$ cat src/eew_params.svh
// Constants for the serial EEPROM two-wire slave front end
`ifndef EEW_PARAMS_SVH
`define EEW_PARAMS_SVH
`define EEW_CLK_PERIOD_NS 10
`define EEW_TWC_NS 5000000
`define EEW_TWC_CYCLES (`EEW_TWC_NS / `EEW_CLK_PERIOD_NS)
`define EEW_TIMER_W 20
`define EEW_CODE_ARRAY 4'ha
`define EEW_CODE_WPREG 4'h6
`define EEW_PAGE_BYTES 16
`define EEW_FIFO_DEPTH 8
`define EEW_FIFO_WIDTH 16
`define EEW_SYNC_BITS 6
`define EEW_PINS_RST 6'h30
`define EEW_LAST_BIT 3'h7
`define EEW_LAST_SLOT 4'hf
`endif

$ cat src/eew_pkg.sv
// Types shared by the serial EEPROM two-wire slave front end
`include "eew_params.svh"
package eew_pkg;
  typedef enum logic [9:0] {
    S_IDLE = 10'h001,
    S_CTRL = 10'h002,
    S_ACK_CTRL = 10'h004,
    S_ADDR = 10'h008,
    S_ACK_ADDR = 10'h010,
    S_DATA = 10'h020,
    S_ACK_DATA = 10'h040,
    S_TX = 10'h080,
    S_TX_ACK = 10'h100,
    S_IGNORE = 10'h200
  } eew_state_t;

  typedef enum logic [2:0] {
    C_IDLE = 3'h1,
    C_PUSH = 3'h2,
    C_WAIT = 3'h4
  } eew_commit_t;

  typedef struct packed {
    logic [7:0] addr;
    logic [7:0] data;
  } eew_wr_req_t;

  typedef struct packed {
    logic scl;
    logic sda;
    logic [2:0] cs;
    logic wp;
  } eew_pins_t;

  typedef struct packed {
    eew_state_t st;
    eew_commit_t cmt;
    logic scl_q;
    logic sda_q;
    logic [2:0] bit_cnt;
    logic [7:0] shift;
    logic byte_done;
    logic drive;
    logic rw;
    logic wpr_cmd;
    logic data_seen;
    logic sw_prot;
    logic busy;
    logic [7:0] ptr;
    logic [15:0][7:0] page;
    logic [15:0] mask;
    logic [3:0] cidx;
    logic [`EEW_TIMER_W-1:0] timer;
  } eew_core_t;
endpackage : eew_pkg

$ cat src/eew_fifo.sv
// Write request FIFO between page commit and array write port
`timescale 1ns/1ns
`include "eew_params.svh"
module eew_fifo #(
  parameter int WIDTH = `EEW_FIFO_WIDTH,
  parameter int DEPTH = `EEW_FIFO_DEPTH
) (
  input wire logic core_clk, // System clock
  input wire logic reset, // Synchronous reset, active high
  input wire logic in_valid, // Push request
  output logic in_ready, // Room for a word
  input wire logic [WIDTH-1:0] in_data, // Pushed word
  output logic out_valid, // Word available
  input wire logic out_ready, // Consumer takes word
  output logic [WIDTH-1:0] out_data // Oldest word
);
  localparam int AW = $clog2(DEPTH);

  typedef struct packed {
    logic [AW-1:0] wr_ptr;
    logic [AW-1:0] rd_ptr;
    logic [AW:0] count;
  } eew_fifo_t;

  eew_fifo_t r;
  eew_fifo_t n;
  logic [WIDTH-1:0] mem [DEPTH];
  logic push;
  logic pop;

  // Handshakes; depth is a power of two so pointers wrap by themselves
  assign in_ready = r.count != (AW+1)'(DEPTH);
  assign out_valid = r.count != '0;
  assign push = in_valid & in_ready;
  assign pop = out_valid & out_ready;
  assign out_data = mem[r.rd_ptr];

  // Pointer and fill level update
  always_comb
  begin
    n = r;
    if (push)
      n.wr_ptr = r.wr_ptr + 1'b1;
    if (pop)
      n.rd_ptr = r.rd_ptr + 1'b1;
    n.count = r.count + (AW+1)'(push) - (AW+1)'(pop);
  end

  // State register and storage
  always_ff @(posedge core_clk)
  begin
    if (reset)
      r <= '0;
    else
      r <= n;
    if (push)
      mem[r.wr_ptr] <= in_data;
  end
endmodule : eew_fifo

$ cat src/eew_pin_sync.sv
// Three-stage synchroniser with agreement filter for asynchronous pins
`timescale 1ns/1ns
`include "eew_params.svh"
module eew_pin_sync #(
  parameter int WIDTH = `EEW_SYNC_BITS,
  parameter logic [WIDTH-1:0] RST_VAL = '0
) (
  input wire logic core_clk, // System clock
  input wire logic reset, // Synchronous reset, active high
  input wire logic [WIDTH-1:0] din, // Raw pin levels
  output logic [WIDTH-1:0] dout // Filtered levels
);
  typedef struct packed {
    logic [WIDTH-1:0] ff1;
    logic [WIDTH-1:0] ff2;
    logic [WIDTH-1:0] ff3;
    logic [WIDTH-1:0] out;
  } eew_sync_t;

  eew_sync_t r;
  eew_sync_t n;

  // A bit only moves once stages two and three agree; stage one feeds stage two only
  always_comb
  begin
    n = r;
    n.ff1 = din;
    n.ff2 = r.ff1;
    n.ff3 = r.ff2;
    n.out = (r.ff2 & ~(r.ff2 ^ r.ff3)) | (r.out & (r.ff2 ^ r.ff3));
  end

  // State register
  always_ff @(posedge core_clk)
  begin
    if (reset)
      r <= '{ff1: RST_VAL, ff2: RST_VAL, ff3: RST_VAL, out: RST_VAL};
    else
      r <= n;
  end

  assign dout = r.out;
endmodule : eew_pin_sync

$ cat src/eew_slave.sv
// Two-wire slave front end of a 256-byte serial EEPROM with page write and protection
//
// Summary of operation
// RULE1 - Master drives clock, Start and Stop
// RULE2 - Transfers begin only on idle bus
// RULE3 - Data changes only while clock low
// RULE4 - Data fall during clock high: Start
// RULE5 - Data rise during clock high: Stop
// RULE6 - One clock pulse per sampled bit
// RULE7 - Receiver holds data low on ninth pulse
// RULE8 - Master supplies every acknowledge clock pulse
// RULE9 - Read ends on master no-ack; release line
// RULE10 - First byte is control: code, selects, direction
// RULE11 - Respond only when chip selects match
// RULE12 - Last control bit: one read, zero write
// RULE13 - Never ack protect-register code with read
// RULE14 - Second write byte loads address pointer
// RULE15 - Stop after data starts write cycle
// RULE16 - No acknowledge while programming runs
// RULE17 - Protected writes acked, timed, not stored
// RULE18 - Page buffer takes fifteen more bytes
// RULE19 - Increment low pointer nibble only
// RULE20 - Overflow keeps only the last sixteen
// RULE21 - Protect pin high blocks all writes
// RULE22 - Register set locks lower half forever
// RULE23 - After set, refuse protect-register code
// RULE24 - Upper half guarded only by pin
// RULE25 - Write cycle length is a parameter
`timescale 1ns/1ns
`include "eew_params.svh"
module eew_slave #(
  parameter int TWC_CYCLES = `EEW_TWC_CYCLES,
  parameter int FIFO_DEPTH = `EEW_FIFO_DEPTH
) (
  input wire logic core_clk, // System clock, 100 MHz
  input wire logic reset, // Synchronous reset, active high
  input wire logic scl_in, // Serial clock pin from master
  input wire logic sda_in, // Serial data pin level
  output logic sda_out, // Serial data drive value, always low
  output logic sda_oe, // High while pulling data low
  input wire logic chip_select_bit0_pin, // Chip select strap 0
  input wire logic chip_select_bit1_pin, // Chip select strap 1
  input wire logic chip_select_bit2_pin, // Chip select strap 2
  input wire logic write_protect_pin, // High protects the whole array
  output logic [7:0] mem_rd_addr, // Array read address
  input wire logic [7:0] mem_rd_data, // Array read data, asynchronous
  output logic mem_wr_valid, // Array write request
  input wire logic mem_wr_ready, // Array accepts write
  output eew_pkg::eew_wr_req_t mem_wr_req, // Array write address and data
  output logic busy, // Internal write cycle running
  output logic sw_protect_set // Lower half locked
);
  import eew_pkg::*;

  localparam eew_core_t CORE_RST = '{st: S_IDLE, cmt: C_IDLE, scl_q: 1'b1, sda_q: 1'b1, default: '0};
  localparam logic [`EEW_TIMER_W-1:0] TWC_LOAD = `EEW_TIMER_W'(TWC_CYCLES);

  eew_core_t r;
  eew_core_t n;
  eew_pins_t pins;
  logic [`EEW_SYNC_BITS-1:0] pins_raw;
  logic scl_rise;
  logic scl_fall;
  logic start_det;
  logic stop_det;
  logic [3:0] ctrl_code;
  logic cs_match;
  logic ctrl_ack;
  logic [7:0] push_addr;
  logic fifo_in_valid;
  logic fifo_in_ready;
  logic [`EEW_FIFO_WIDTH-1:0] fifo_out;

  // A location is locked by the pin everywhere, by the register only below 80h
  function automatic logic is_protected(input logic [7:0] addr, input logic hw, input logic sw);
    return hw | (sw & ~addr[7]);
  endfunction : is_protected

  // Every pin from outside crosses into the core clock through the filter
  eew_pin_sync #(
    .WIDTH(`EEW_SYNC_BITS),
    .RST_VAL(`EEW_PINS_RST)
  ) u_sync (
    .core_clk(core_clk),
    .reset(reset),
    .din({scl_in, sda_in, chip_select_bit2_pin, chip_select_bit1_pin, chip_select_bit0_pin, write_protect_pin}),
    .dout(pins_raw)
  );

  assign pins = eew_pins_t'(pins_raw);

  // Edge and bus condition detection on the filtered lines
  // RULE4 start seen
  assign start_det = pins.scl & r.scl_q & r.sda_q & ~pins.sda;
  // RULE5 stop seen
  assign stop_det = pins.scl & r.scl_q & ~r.sda_q & pins.sda;
  assign scl_rise = pins.scl & ~r.scl_q;
  assign scl_fall = ~pins.scl & r.scl_q;

  // Control byte decode
  // RULE10 RULE11 RULE13 RULE16 RULE23 control acceptance
  assign ctrl_code = r.shift[7:4];
  assign cs_match = r.shift[3:1] == pins.cs;
  assign ctrl_ack = cs_match & ~r.busy & ((ctrl_code == `EEW_CODE_ARRAY) |
                    ((ctrl_code == `EEW_CODE_WPREG) & ~r.shift[0] & ~r.sw_prot));

  // Commit walks the page buffer; protected bytes are skipped, not pushed
  // RULE17 RULE21 RULE22 RULE24 protection filter
  assign push_addr = {r.ptr[7:4], r.cidx};
  assign fifo_in_valid = (r.cmt == C_PUSH) & r.mask[r.cidx] & ~is_protected(push_addr, pins.wp, r.sw_prot);

  // Buffer between commit and array; a slow array stretches the busy time
  eew_fifo #(
    .WIDTH(`EEW_FIFO_WIDTH),
    .DEPTH(FIFO_DEPTH)
  ) u_fifo (
    .core_clk(core_clk),
    .reset(reset),
    .in_valid(fifo_in_valid),
    .in_ready(fifo_in_ready),
    .in_data({push_addr, r.page[r.cidx]}),
    .out_valid(mem_wr_valid),
    .out_ready(mem_wr_ready),
    .out_data(fifo_out)
  );

  // Next state: commit engine, then bus engine
  always_comb
  begin
    logic load_tx;
    load_tx = 1'b0;
    n = r;
    n.scl_q = pins.scl;
    n.sda_q = pins.sda;
    if (r.timer != '0)
      n.timer = r.timer - `EEW_TIMER_W'(1);
    // Commit stalls on a full FIFO so no byte is dropped
    unique case (r.cmt)
      C_IDLE: n.cmt = C_IDLE;
      C_PUSH:
      begin
        if (!fifo_in_valid || fifo_in_ready)
        begin
          if (r.cidx == `EEW_LAST_SLOT)
          begin
            n.cmt = C_WAIT;
            n.mask = '0;
          end
          else
            n.cidx = r.cidx + 4'h1;
        end
      end
      C_WAIT:
      begin
        if (r.timer == '0 && !mem_wr_valid) // Queue drained too, else a slow array outlives busy
        begin
          n.cmt = C_IDLE;
          n.busy = 1'b0;
        end
      end
      default: n.cmt = C_IDLE;
    endcase
    if (start_det)
    begin
      n.st = S_CTRL;
      n.bit_cnt = '0;
      n.byte_done = 1'b0;
      n.drive = 1'b0;
      n.data_seen = 1'b0;
    end
    else if (stop_det)
    begin
      // RULE15 RULE25 stop starts the timed write
      if (r.data_seen && !r.busy)
      begin
        n.busy = 1'b1;
        n.timer = TWC_LOAD;
        n.cidx = '0;
        n.cmt = r.wpr_cmd ? C_WAIT : C_PUSH;
        // RULE22 the pin vetoes setting the lock
        if (r.wpr_cmd && !pins.wp)
          n.sw_prot = 1'b1;
      end
      n.st = S_IDLE;
      n.drive = 1'b0;
      n.byte_done = 1'b0;
      n.data_seen = 1'b0;
    end
    else
    begin
      // RULE6 bits sampled on clock rise
      if (scl_rise && (r.st == S_CTRL || r.st == S_ADDR || r.st == S_DATA))
      begin
        n.shift = {r.shift[6:0], pins.sda};
        n.bit_cnt = r.bit_cnt + 3'h1;
        if (r.bit_cnt == `EEW_LAST_BIT)
          n.byte_done = 1'b1;
      end
      unique case (r.st)
        S_IDLE, S_IGNORE: n.st = r.st;
        S_CTRL:
        begin
          // RULE7 ack driven from the clock fall after the eighth bit
          if (scl_fall && r.byte_done)
          begin
            n.byte_done = 1'b0;
            n.bit_cnt = '0;
            if (ctrl_ack)
            begin
              n.st = S_ACK_CTRL;
              n.drive = 1'b1;
              n.wpr_cmd = ctrl_code == `EEW_CODE_WPREG;
              // RULE12 direction bit
              n.rw = r.shift[0];
              n.mask = '0;
            end
            else
              n.st = S_IGNORE;
          end
        end
        S_ACK_CTRL:
        begin
          if (scl_fall)
          begin
            n.drive = 1'b0;
            if (r.rw)
              load_tx = 1'b1;
            else
              n.st = S_ADDR;
          end
        end
        S_ADDR:
        begin
          if (scl_fall && r.byte_done)
          begin
            n.byte_done = 1'b0;
            n.bit_cnt = '0;
            n.st = S_ACK_ADDR;
            n.drive = 1'b1;
            // RULE14 word address into the pointer
            if (!r.wpr_cmd)
              n.ptr = r.shift;
          end
        end
        S_DATA:
        begin
          if (scl_fall && r.byte_done)
          begin
            n.byte_done = 1'b0;
            n.bit_cnt = '0;
            // RULE17 data always acknowledged
            n.st = S_ACK_DATA;
            n.drive = 1'b1;
            n.data_seen = 1'b1;
            // RULE18 RULE19 RULE20 buffer slot by low nibble, wrap overwrites oldest
            if (!r.wpr_cmd)
            begin
              n.page[r.ptr[3:0]] = r.shift;
              n.mask[r.ptr[3:0]] = 1'b1;
              n.ptr = {r.ptr[7:4], r.ptr[3:0] + 4'h1};
            end
          end
        end
        S_ACK_ADDR, S_ACK_DATA:
        begin
          if (scl_fall)
          begin
            n.drive = 1'b0;
            n.st = S_DATA;
          end
        end
        S_TX:
        begin
          // RULE3 data moves only on clock fall
          if (scl_fall)
          begin
            if (r.bit_cnt == `EEW_LAST_BIT)
            begin
              n.drive = 1'b0;
              n.bit_cnt = '0;
              n.st = S_TX_ACK;
            end
            else
            begin
              n.shift = {r.shift[6:0], 1'b0};
              n.bit_cnt = r.bit_cnt + 3'h1;
              n.drive = ~r.shift[6];
            end
          end
        end
        S_TX_ACK:
        begin
          // RULE9 no-ack from master ends the read with the line released
          if (scl_rise)
          begin
            if (pins.sda)
              n.st = S_IGNORE;
            else
              n.byte_done = 1'b1;
          end
          if (scl_fall && r.byte_done)
          begin
            n.byte_done = 1'b0;
            load_tx = 1'b1;
          end
        end
        default: n.st = S_IDLE;
      endcase
      // Next read byte: the pointer runs over the whole array
      if (load_tx)
      begin
        n.shift = mem_rd_data;
        n.ptr = r.ptr + 8'h01;
        n.drive = ~mem_rd_data[7];
        n.bit_cnt = '0;
        n.st = S_TX;
      end
    end
  end

  // State register
  always_ff @(posedge core_clk)
  begin
    if (reset)
      r <= CORE_RST;
    else
      r <= n;
  end

  // Open-drain data pin and status outputs, all but the constant sda_out from flops
  assign sda_out = 1'b0;
  assign sda_oe = r.drive;
  assign mem_rd_addr = r.ptr;
  assign mem_wr_req = eew_wr_req_t'(fifo_out);
  assign busy = r.busy;
  assign sw_protect_set = r.sw_prot;
endmodule : eew_slave

$ cat config.mk
export PLATFORM = sky130hd
export DESIGN_NAME = eew_slave
export DESIGN_NICKNAME = d
export VERILOG_FILES = /design/src/eew_pkg.sv /design/src/eew_fifo.sv /design/src/eew_pin_sync.sv /design/src/eew_slave.sv
export VERILOG_INCLUDE_DIRS = /design/src /design/src/src
export SDC_FILE = /design/constraint.sdc
export NUM_CORES = 1
export LEC_CHECK = 0
export CAP_MARGIN = 10
export CORE_MARGIN = 5
export CORE_UTILIZATION = 35
export DETAILED_ROUTE_END_ITERATION = 7
export DONT_BUFFER_PORTS = 1
export GPL_TIMING_DRIVEN = 1
export PLACE_DENSITY_LB_ADDON = 0.08
export REMOVE_ABC_BUFFERS = 1
export SLEW_MARGIN = 10
export SYNTH_ARGS = -nofsm -noshare
export SYNTH_HDL_FRONTEND = slang
export SYNTH_SLANG_ARGS = --single-unit
$ cat constraint.sdc
create_clock -name core_clk -period 4.6 [get_ports core_clk]
set_clock_uncertainty 0.15 [all_clocks]
set_input_delay 0.92 -clock core_clk [delete_from_list [all_inputs] [get_ports core_clk]]
set_output_delay 0.92 -clock core_clk [all_outputs]
set_load 0.005 [all_outputs]
==> results of run 1 <==
## logic make-up after synthesis
| family | Yosys count |
|---|---|
| AND/OR/NAND/NOR | 564 |
| XOR/XNOR | 30 |
| adder cells (fa/ha/maj) | 17 |
| other | 1 |
| AO/OA/AOI/OAI | 285 |
| flip-flops | 374 |
| multiplexers | 104 |
| buffers and inverters | 135 |
## power groups by stage
stage,registers (uW),clock network [uW],logic [uW]
2_1_floorplan,3710,0,807
6_report,3620,3310,1020
3_3_place_gp,3700,0,1030
3_5_place_dp,3700,0,1030
5_1_grt,3650,3570,1140
4_1_cts,3630,3440,1040
## worst register-to-register path, delay by kind of cell (launching register included)
| family | cells | cell delay, ns |
|---|---|---|
| and+or+nand+nor | 3 | 1.30 |
| DFF | 1 | 0.74 |
| muxes | 2 | 0.61 |
## metrics by stage
| stage | instance area (um2) | instances | utilization, % | hold WS [ns] | total power [uW] |
|---|---|---|---|---|---|
| after floorplan | 15700 | 1394 | - | 0.239 | 4520 |
| after global placement | 16700 | 2027 | 35.7 | 0.242 | 4730 |
| after detailed placement | 16700 | 2027 | 35.7 | 0.247 | 4730 |
| after CTS | 18000 | 2104 | 38.6 | 0.260 | 8110 |
| after global routing | 18000 | 2104 | 38.6 | 0.265 | 8360 |
| final | 18000 | 2104 | 38.6 | 0.259 | 7960 |
## layout by cell type (no fill, tap or decap), types with 16 or more instances in the layout
cell | Yosys | layout
edfxtp_1 | 128 | 128
mux4_2 | 77 | 77
buf_4 | 29 | 26
mux2_2 | 17 | 17
nand2_1 | 301 | 301
nor2b_1 | 23 | 23
ha_1 | 16 | 16
o21ai_0 | 38 | 38
nor2_1 | 83 | 83
a21oi_2 | 32 | 32
xnor2_1 | 18 | 18
nor3_1 | 30 | 28
inv_1 | 19 | 19
clkbuf_16 | 0 | 42
and2_1 | 16 | 16
a21oi_1 | 153 | 153
dfxtp_1 | 246 | 243
nand3_1 | 22 | 22
## area by class of cell
class | instances | area share [%]
repair buffers | 26 | 1.08
clock buffers | 54 | 6.33
inverters | 19 | 0.396
flip-flops and latches | 374 | 48.7
clock inverters | 23 | 1.19
multi-input cells | 1001 | 38.1
well taps | 607 | 4.21
## final timing paths
| path | from | end | slack, ns | cells past startpoint |
|---|---|---|---|---|
| max | flop | mem_wr_req[9] | 0.93 | 3 |
| min | u_sync.n[16]$_SDFF_PP1_ | u_sync.n[10]$_SDFF_PP1_ | 0.26 | 1 |
| max reg2reg | push_addr[1]$_SDFF_PP0_ | u_fifo.mem[4][13]$_DFFE_PP_ | 1.41 | 5 |
| min reg2reg | u_sync.n[16]$_SDFF_PP1_ | u_sync.n[10]$_SDFF_PP1_ | 0.26 | 1 |
## routing by layer
metal	global-route usage [%]	up-vias	share of wire [%]
li1	-	5292	-
met1	22.6	5428	46
met2	26.4	267	46
met3	3.88	63	5.6
met4	3.95	0	1.9
met5	0	-	0
==> summary.md, run 1 <==
| Metric | Value |
|---|---|
| Crit path time final | 3.67 ns |
| Antenna cells | 0 |
| Top Family by Delay on Critical Path | multiplexers |
| Status | finished, final reports clean |
| Post-synthesis mux area share | 12.3% |
| Via-to-Cell Ratio | 5.25 |
| Die height | 227 um |
| Most area-hungry cell type in the Yosys netlist | dfxtp_1 |
| Pwr Density | 442 nW/um2 |
| Worst skew pair latency | 0.57 ns |
| Area occupied by multi-input gates | 6870 um2 |
| Max_cap viols | 0 |
| Grt ovf | 0 |
| Crit end category | output port |
| Detailed Place HPWL | 26900 um |
| GP Congestion | 0.800 |
| Worst-Margin Slew | 1.02 ns |
| CTS buffer count | 42 |
| Switching Share | 25.3% |
| Port Buffers | 0 |
| CP required | 3.53 ns |
| Final setup violation count | 0 |
| Vias in the first global route | 10980 |
| Min-Delay Path Class | flop to flop |
| Max Clock Freq | 273 MHz |
| Pin count of the biggest net entering global routing | 203 |
| Synth-to-layout area growth | 9.06% |
| Post-synth EDFFs | 128 |
| Smallest setup slack after layout | 0.934 ns |
| Die area | 51700 um2 |
| Final-stage net count | 1498 |
| Clock root buffer | clkbuf_16 |
| # fillers | 4523 |
| Relative slew slack | 31.9% |
| Post-CTS setup buffers | 0 |
| Comb power frac | 12.8% |
| Bufs on Longest Clock Path | 3 |
| Initial drt markers | 718 |
| Compound-Gate Fraction of Synth Area | 10.4% |
| Area occupied by registers | 8770 um2 |
| Syn Area/Cell | 10.9 um2 |
| # IOs | 46 |
| Largest family of logic cells by synthesized area | simple AND/OR/NAND/NOR gates |
| Unrepaired setup endpoints after global routing | no |
| Synthesized cell area | 16500 um2 |
| Synth cell count leaders | nand2_1 (301), dfxtp_1 (246), a21oi_1 (153), edfxtp_1 (128), nor2_1 (83) |
| First-pass GRT wire length | 65800 um |
| Peak VDD IR | 0.255 mV |
| Buf+Inv Stages, Crit Path | 1 |
| Initial Util | 35.4% |
| Clk sink count | 374 |
| Routed vias | 11050 |
| Routed WL per cell | 20.1 um |
| Pint | 5950 uW |
| Die X | 227 um |
| Post-synth top flop | dfxtp_1 |
| YS warnings | 0 |
| Critical Path Start Type | flop |
| Clk pwr share | 41.6% |
| DRC Markers | 0 |
| Worst path arrival time | 2.60 ns |
| Post-Place Worst Slack | 1.33 ns |
| Slowest CP cell | dfxtp_2 |
| Net load switching power | 2010 uW |
| Simple logic cell fraction of the synthesized area | 15.8% |
| DRT antenna net count | 0 |
| Post-Synth XOR/XNOR Area | 1.59% |
| Critical-path maximum fanout | 17 |
| Yosys top cell area share | 29.8% |
| Setup CP Type | flop to output port |
| Top-count cell post-synth | nand2_1 |
| Gr usage total | 16.4% |
| Worst-path clk slew | 0.06 ns |
| Post-synthesis sequential element count | 374 |
| Seq/Total Area, Yosys | 53.1% |
| Async S/R FF share, synth | 0% |
| Final Max Slew Viols | 0 |
| Sequential power share | 45.5% |
| Synth top area cells | dfxtp_1 (30%), edfxtp_1 (23%), mux4_2 (10%) |
| CTS tree | done |
| CP Cell Sequence | buf_4 > mux4_2 > mux2_2 |
| Synth unique cells | 76 |
| Initial antenna violation count | 1 |
| Share of cells above drive strength 1 | 17.0% |
| Rows | 79 |
| Post-Synth Adder-Cell Area | 1.33% |
| Hold buffers post-CTS | 0 |
| Max incr delay on CP | 0.69 ns |
| Synth Instances | 1510 |
| Final Hold Vio Count | 0 |
| Drt first pass iters | 7 |
| H-Tree Depth | 2 |
| Core ar. | 46700 um2 |
| Final WL | 42400 um |
| Final period util | 79.7% |
| Number of gates resized after cts | 0 |
| TNS Setup | 0 ns |
| Total leakage power | 0.00575 uW |
(Power assumes the default switching activity.)
==> inputs of run 2 (changes only) <==
Clock period 4.6 ns to 3.7 ns, I/O delays scaled along.
==> run 2 against run 1 <==
Non-clock buffer count increased by 7. Worst hold slack got worse by 0.15 ns. Design area increased by 0.28%. Power increased by 24%.
==> summary.md, run 2 (synthesis results as in run 1) <==
| Metric | Value |
|---|---|
| Finished Core Util | 38.7% |
| Status | finished, final reports clean |
| FF-to-FF path depth | 6 |
| Grt ovf | 0 |
| Die height | 227 um |
| Core ar. | 46700 um2 |
| Vias in the first global route | 11062 |
| Initial antenna violation count | 0 |
| Detailed Place HPWL | 27500 um |
| Die X | 227 um |
| Antenna cells | 0 |
| Final period util | 86.9% |
| Peak VDD IR | 0.300 mV |
| Start of the worst register-to-register path | push_addr[0]$_SDFF_PP0_ |
| Clk sink count | 374 |
| Routed vias | 10928 |
| Worst hold slack | 0.113 ns |
| Setup crit end | mem_wr_req[3] |
| Number of gates resized after cts | 0 |
| CTS tree | done |
| Most used routing layer in global routing | met2 |
| Crit path time final | 3.21 ns |
| Via-to-Cell Ratio | 5.17 |
| Final Max Slew Viols | 0 |
| Clock root buffer | clkbuf_16 |
| Setup CP Type | flop to output port |
| Met3 Use GR | 3.74% |
| Max_cap viols | 0 |
| # IOs | 46 |
| Final setup violation count | 0 |
| Initial Util | 35.4% |
| CP required | 2.81 ns |
| Final-stage net count | 1506 |
| Post-CTS setup buffers | 0 |
| Worst-Margin Slew | 0.907 ns |
| DRT antenna net count | 0 |
| # fillers | 4578 |
| H-Tree Depth | 2 |
| Most common library cell in the layout ignoring fill and taps | nand2_1 |
| Drt first pass iters | 5 |
| GP Congestion | 0.833 |
| Die area | 51700 um2 |
| Final WL | 42500 um |
| Met2 global-route usage | 26.4% |
| R2R Setup Slk | 0.51 ns |
| Crit end category | output port |
| DRC Markers | 0 |
| Routed WL per cell | 20.1 um |
| Critical Path Start Type | flop |
| Worst path arrival time | 2.32 ns |
| Worst-path clk slew | 0.06 ns |
| Worst reg2reg endpoint | u_fifo.mem[3][13]$_DFFE_PP_ |
| Total leakage power | 0.00579 uW |
| Port Buffers | 0 |
| Unrepaired setup endpoints after global routing | no |
| Min-delay src | mem_rd_data[7] |
| Met1 GRT Util | 22.9% |
| Max Clock Freq | 311 MHz |
| Most frequent cells in the layout | nand2_1 (301), dfxtp_1 (243), a21oi_1 (153) |
| Synth-to-layout area growth | 9.36% |
| Bufs on Longest Clock Path | 3 |
| Critical-path maximum fanout | 21 |
| Gr usage total | 16.5% |
| Worst skew pair latency | 0.58 ns |
| Relative slew slack | 39.5% |
| Initial drt markers | 619 |
| Final Hold Vio Count | 0 |
| Pin count of the biggest net entering global routing | 203 |
| First-pass GRT wire length | 66400 um |
| Share of cells above drive strength 1 | 16.5% |
| Min-Delay Path Class | input pin to flop |
| Rows | 79 |
| Pwr Density | 545 nW/um2 |
| CTS buffer count | 43 |
| Hold buffers post-CTS | 0 |
-- run 2: worst min-delay path by stage --
stage          slack [ns]  depth (start not counted)                 endpoint
2_1_floorplan        0.24                          1  u_sync.n[10]$_SDFF_PP1_
3_3_place_gp         0.25                          1  u_sync.n[10]$_SDFF_PP1_
3_5_place_dp         0.25                          1  u_sync.n[10]$_SDFF_PP1_
4_1_cts              0.07                          1      sda_oe$_SDFFE_PP0P_
5_1_grt              0.08                          1      sda_oe$_SDFFE_PP0P_
6_report             0.11                          1      sda_oe$_SDFFE_PP0P_
-- run 2: metal layers --
| layer | vias to the layer above | part of all wire, % |
|---|---|---|
| met5 | - | 0 |
| met4 | 0 | 2.0 |
| met3 | 54 | 4.4 |
| met2 | 169 | 46 |
| met1 | 5396 | 48 |
| li1 | 5309 | - |
-- run 2: cell type report --
class	instances	area [um2]	area share [%]
inverters	19	71.3	0.395
multi-input cells	1001	6870	38.0
flip-flops and latches	374	8770	48.5
clock buffers	61	1200	6.66
well taps	607	759	4.20
clock inverters	17	135	0.748
repair buffers	33	260	1.44
-- run 2: worst max-delay path, cell delays in order (launching register included) --
cell	delay, ns
dfxtp_2	0.61
buf_12	0.28
mux4_2	0.54
mux2_2	0.31
-- run 2: stage by stage --
step	TNS (ns)	area, um2	setup WS [ns]	instances	total power, uW
after floorplan	-103.56	15700	-1.11	1394	5610
after detailed placement	0	16700	0.467	2034	5910
final	0	18100	0.486	2112	9840
after CTS	0	18100	0.379	2112	10000
after global routing	0	18100	0.311	2112	10300
after global placement	0	16700	0.565	2034	5900
-- run 2: power by group --
group / internal, uW / total (uW) / switching, uW
sequential: 4360 / 4500 / 138
combinational: 648 / 1300 / 653
clock: 2340 / 4040 / 1700
==> inputs of run 3 (changes only) <==
Settings changed: ABC_AREA from default to 1, ABC_CLOCK_PERIOD_IN_PS from default to 3700.
==> run 3 against run 2 <==
Final cell count up 24%. Power up 8.9%. Worst hold slack worse by 0.016 ns. Worst setup slack worse by 0.22 ns. Synthesized cell count up 33%. Sequential share of layout area down 1.6 points. Clock-buffer cell count down 2. Area after synthesis up 1.5%. Utilization up 0.59 points. Sequential power up 0.9%. Largest cell class unchanged. Flip-flop and latch count unchanged. Via count up 19%.
==> summary.md, run 3 <==
| Metric | Value |
|---|---|
| Status | finished, final reports clean |
| Top Family by Delay on Critical Path | simple AND/OR/NAND/NOR gates |
| CTS buffer count | 44 |
| Post-route design area | 18700 um2 |
| Synth unique cells | 51 |
| Grt ovf | 0 |
| Clk sink count | 374 |
| Critical-path maximum fanout | 28 |
| Die X | 229 um |
| Final cell count without fillers | 2617 |
| Most area-hungry cell type in the Yosys netlist | dfxtp_1 |
| Most common library cell in the layout ignoring fill and taps | o21ai_0 |
| Routed WL per cell | 18.0 um |
| Final setup violation count | 0 |
| Die height | 229 um |
| Gr usage total | 17.6% |
| Number of gates resized after cts | 0 |
| Compound-Gate Fraction of Synth Area | 20.4% |
| Initial drt markers | 854 |
| Async S/R FF share, synth | 0% |
| Synth top area cells | dfxtp_1 (29%), edfxtp_1 (23%), o21ai_0 (8.8%) |
| Min-Delay Path Class | input pin to flop |
| Simple logic cell fraction of the synthesized area | 15.5% |
| Initial Util | 35.3% |
| DRT antenna net count | 0 |
| Unrepaired setup endpoints after global routing | no |
| Final Hold Vio Count | 0 |
| CTS tree | done |
| Total leakage power | 0.00673 uW |
| Synthesized cell area | 16800 um2 |
| Clock root buffer | clkbuf_16 |
| Pwr Density | 573 nW/um2 |
| Syn Area/Cell | 8.36 um2 |
| Final WL | 47100 um |
| Drt first pass iters | 5 |
| Post-Synth XOR/XNOR Area | 0.783% |
| Port Buffers | 0 |
| Worst-path clk slew | 0.06 ns |
| Antenna cells | 0 |
| Post-CTS setup buffers | 0 |
| Rows | 80 |
| Buf+Inv Stages, Crit Path | 3 |
| Post-synth EDFFs | 128 |
| Slowest CP cell | dfxtp_2 |
| Worst-Margin Slew | 0.789 ns |
| Bufs on Longest Clock Path | 3 |
| Peak VDD IR | 0.358 mV |
| Detailed Place HPWL | 31500 um |
| Setup CP Type | flop to flop |
| Crit end category | flop |
| Most frequent cells in the layout | o21ai_0 (294), a21oi_1 (272), inv_1 (258) |
| Placed Cells | 2541 |
| CP required | 3.83 ns |
| Share of cells above drive strength 1 | 8.04% |
| Top cell by count, worst path | nand2_1 |
| Post-synthesis sequential element count | 374 |
| Vias in the first global route | 12338 |
| Seq/Total Area, Yosys | 52.3% |
| Max incr delay on CP | 0.63 ns |
| Routed vias | 12957 |
| Synth Instances | 2006 |
| # IOs | 46 |
| Top-count cell post-synth | o21ai_0 |
| Final Max Slew Viols | 0 |
| Final-stage net count | 2006 |
| First-pass GRT wire length | 73300 um |
| Relative slew slack | 47.3% |
| Worst skew pair latency | 0.57 ns |
| Core ar. | 47500 um2 |
| Pin count of the biggest net entering global routing | 141 |
| Synth cell count leaders | o21ai_0 (294), a21oi_1 (272), inv_1 (259), dfxtp_1 (246), nor2_1 (227) |
| DP Area | 17300 um2 |
| Crit path time final | 3.44 ns |
| Post-synthesis mux area share | 0% |
| CP Cell Sequence | clkinv_1 > nand2_1 > nand3_1 > nand2_1 > nand2_1 > nand2_1 > inv_1 > nand2_1 > nand3_1 > or2_1 > nor3_2 > buf_12 |
| GP Congestion | 0.857 |
| Max Clock Freq | 291 MHz |
| Post-Synth Adder-Cell Area | 1.31% |
| H-Tree Depth | 2 |
| Worst path arrival time | 3.56 ns |
| Initial antenna violation count | 1 |
| Post-synth top flop | dfxtp_1 |
| Largest family of logic cells by synthesized area | compound AO/OA/AOI/OAI gates |
| Final period util | 92.8% |
| Hold buffers post-CTS | 0 |
| Die area | 52400 um2 |
| YS warnings | 0 |
| Critical Path Start Type | flop |
| Via-to-Cell Ratio | 4.95 |
| Max_cap viols | 0 |
| DRC Markers | 0 |
| Yosys top cell area share | 29.4% |
| Synth-to-layout area growth | 11.5% |
run 3: area by class of cell:
| class | instances | area, um2 |
|---|---|---|
| sequential | 374 | 8770 |
| timing repair buffer | 35 | 313 |
| inverter | 271 | 1030 |
| multi-input combinational | 1246 | 6410 |
| clock buffer | 59 | 1270 |
| clock inverter | 17 | 139 |
| tap | 615 | 769 |
| fill | 4862 | 28900 |
run 3: final timing paths:
kind	from	endpoint	slack (ns)	cells past startpoint
max	push_addr[0]$_SDFF_PP0_	u_fifo.mem[0][8]$_DFFE_PP_	0.26	12
min	reset	r[17]$_SDFF_PP0_	0.1	1
max reg2reg	push_addr[0]$_SDFF_PP0_	u_fifo.mem[0][8]$_DFFE_PP_	0.26	12
min reg2reg	u_sync.n[15]$_SDFF_PP0_	u_sync.n[9]$_SDFF_PP0_	0.25	2
run 3: report_power, final:
part	switching (uW)	leakage (uW)	internal, uW
sequential	148	0.00315	4390
clock	1720	0.000698	2530
combinational	1290	0.00288	634
total	3170	0.00673	7560
run 3: stage by stage:
stage          hold slack [ns]  setup WS [ns]  utilization, %  power, uW  setup TNS (ns)
2_1_floorplan            0.238          -2.07               -       6020         -326.23
3_3_place_gp             0.240          0.326            36.4       6570               0
3_5_place_dp             0.249          0.271            36.4       6590               0
4_1_cts                 0.0555          0.252            39.3      10900               0
5_1_grt                 0.0635        0.00670            39.3      11300               0
6_report                0.0969          0.265            39.3      10700               0
run 3: logic make-up (layout without fill, tap and decap cells):
| group | Yosys count | after routing |
|---|---|---|
| buffers and inverters | 386 | 382 |
| adder cells (fa/ha/maj) | 17 | 17 |
| AND/OR/NAND/NOR | 567 | 567 |
| AO/OA/AOI/OAI | 646 | 646 |
| XOR/XNOR | 15 | 15 |
| flip-flops | 374 | 374 |
| other | 1 | 1 |
run 3: layer usage:
layer,wire [um],track usage (%)
met1,21600,23.4
met2,22100,28.9
met3,1980,3.37
met4,1390,6.00
met5,20,0
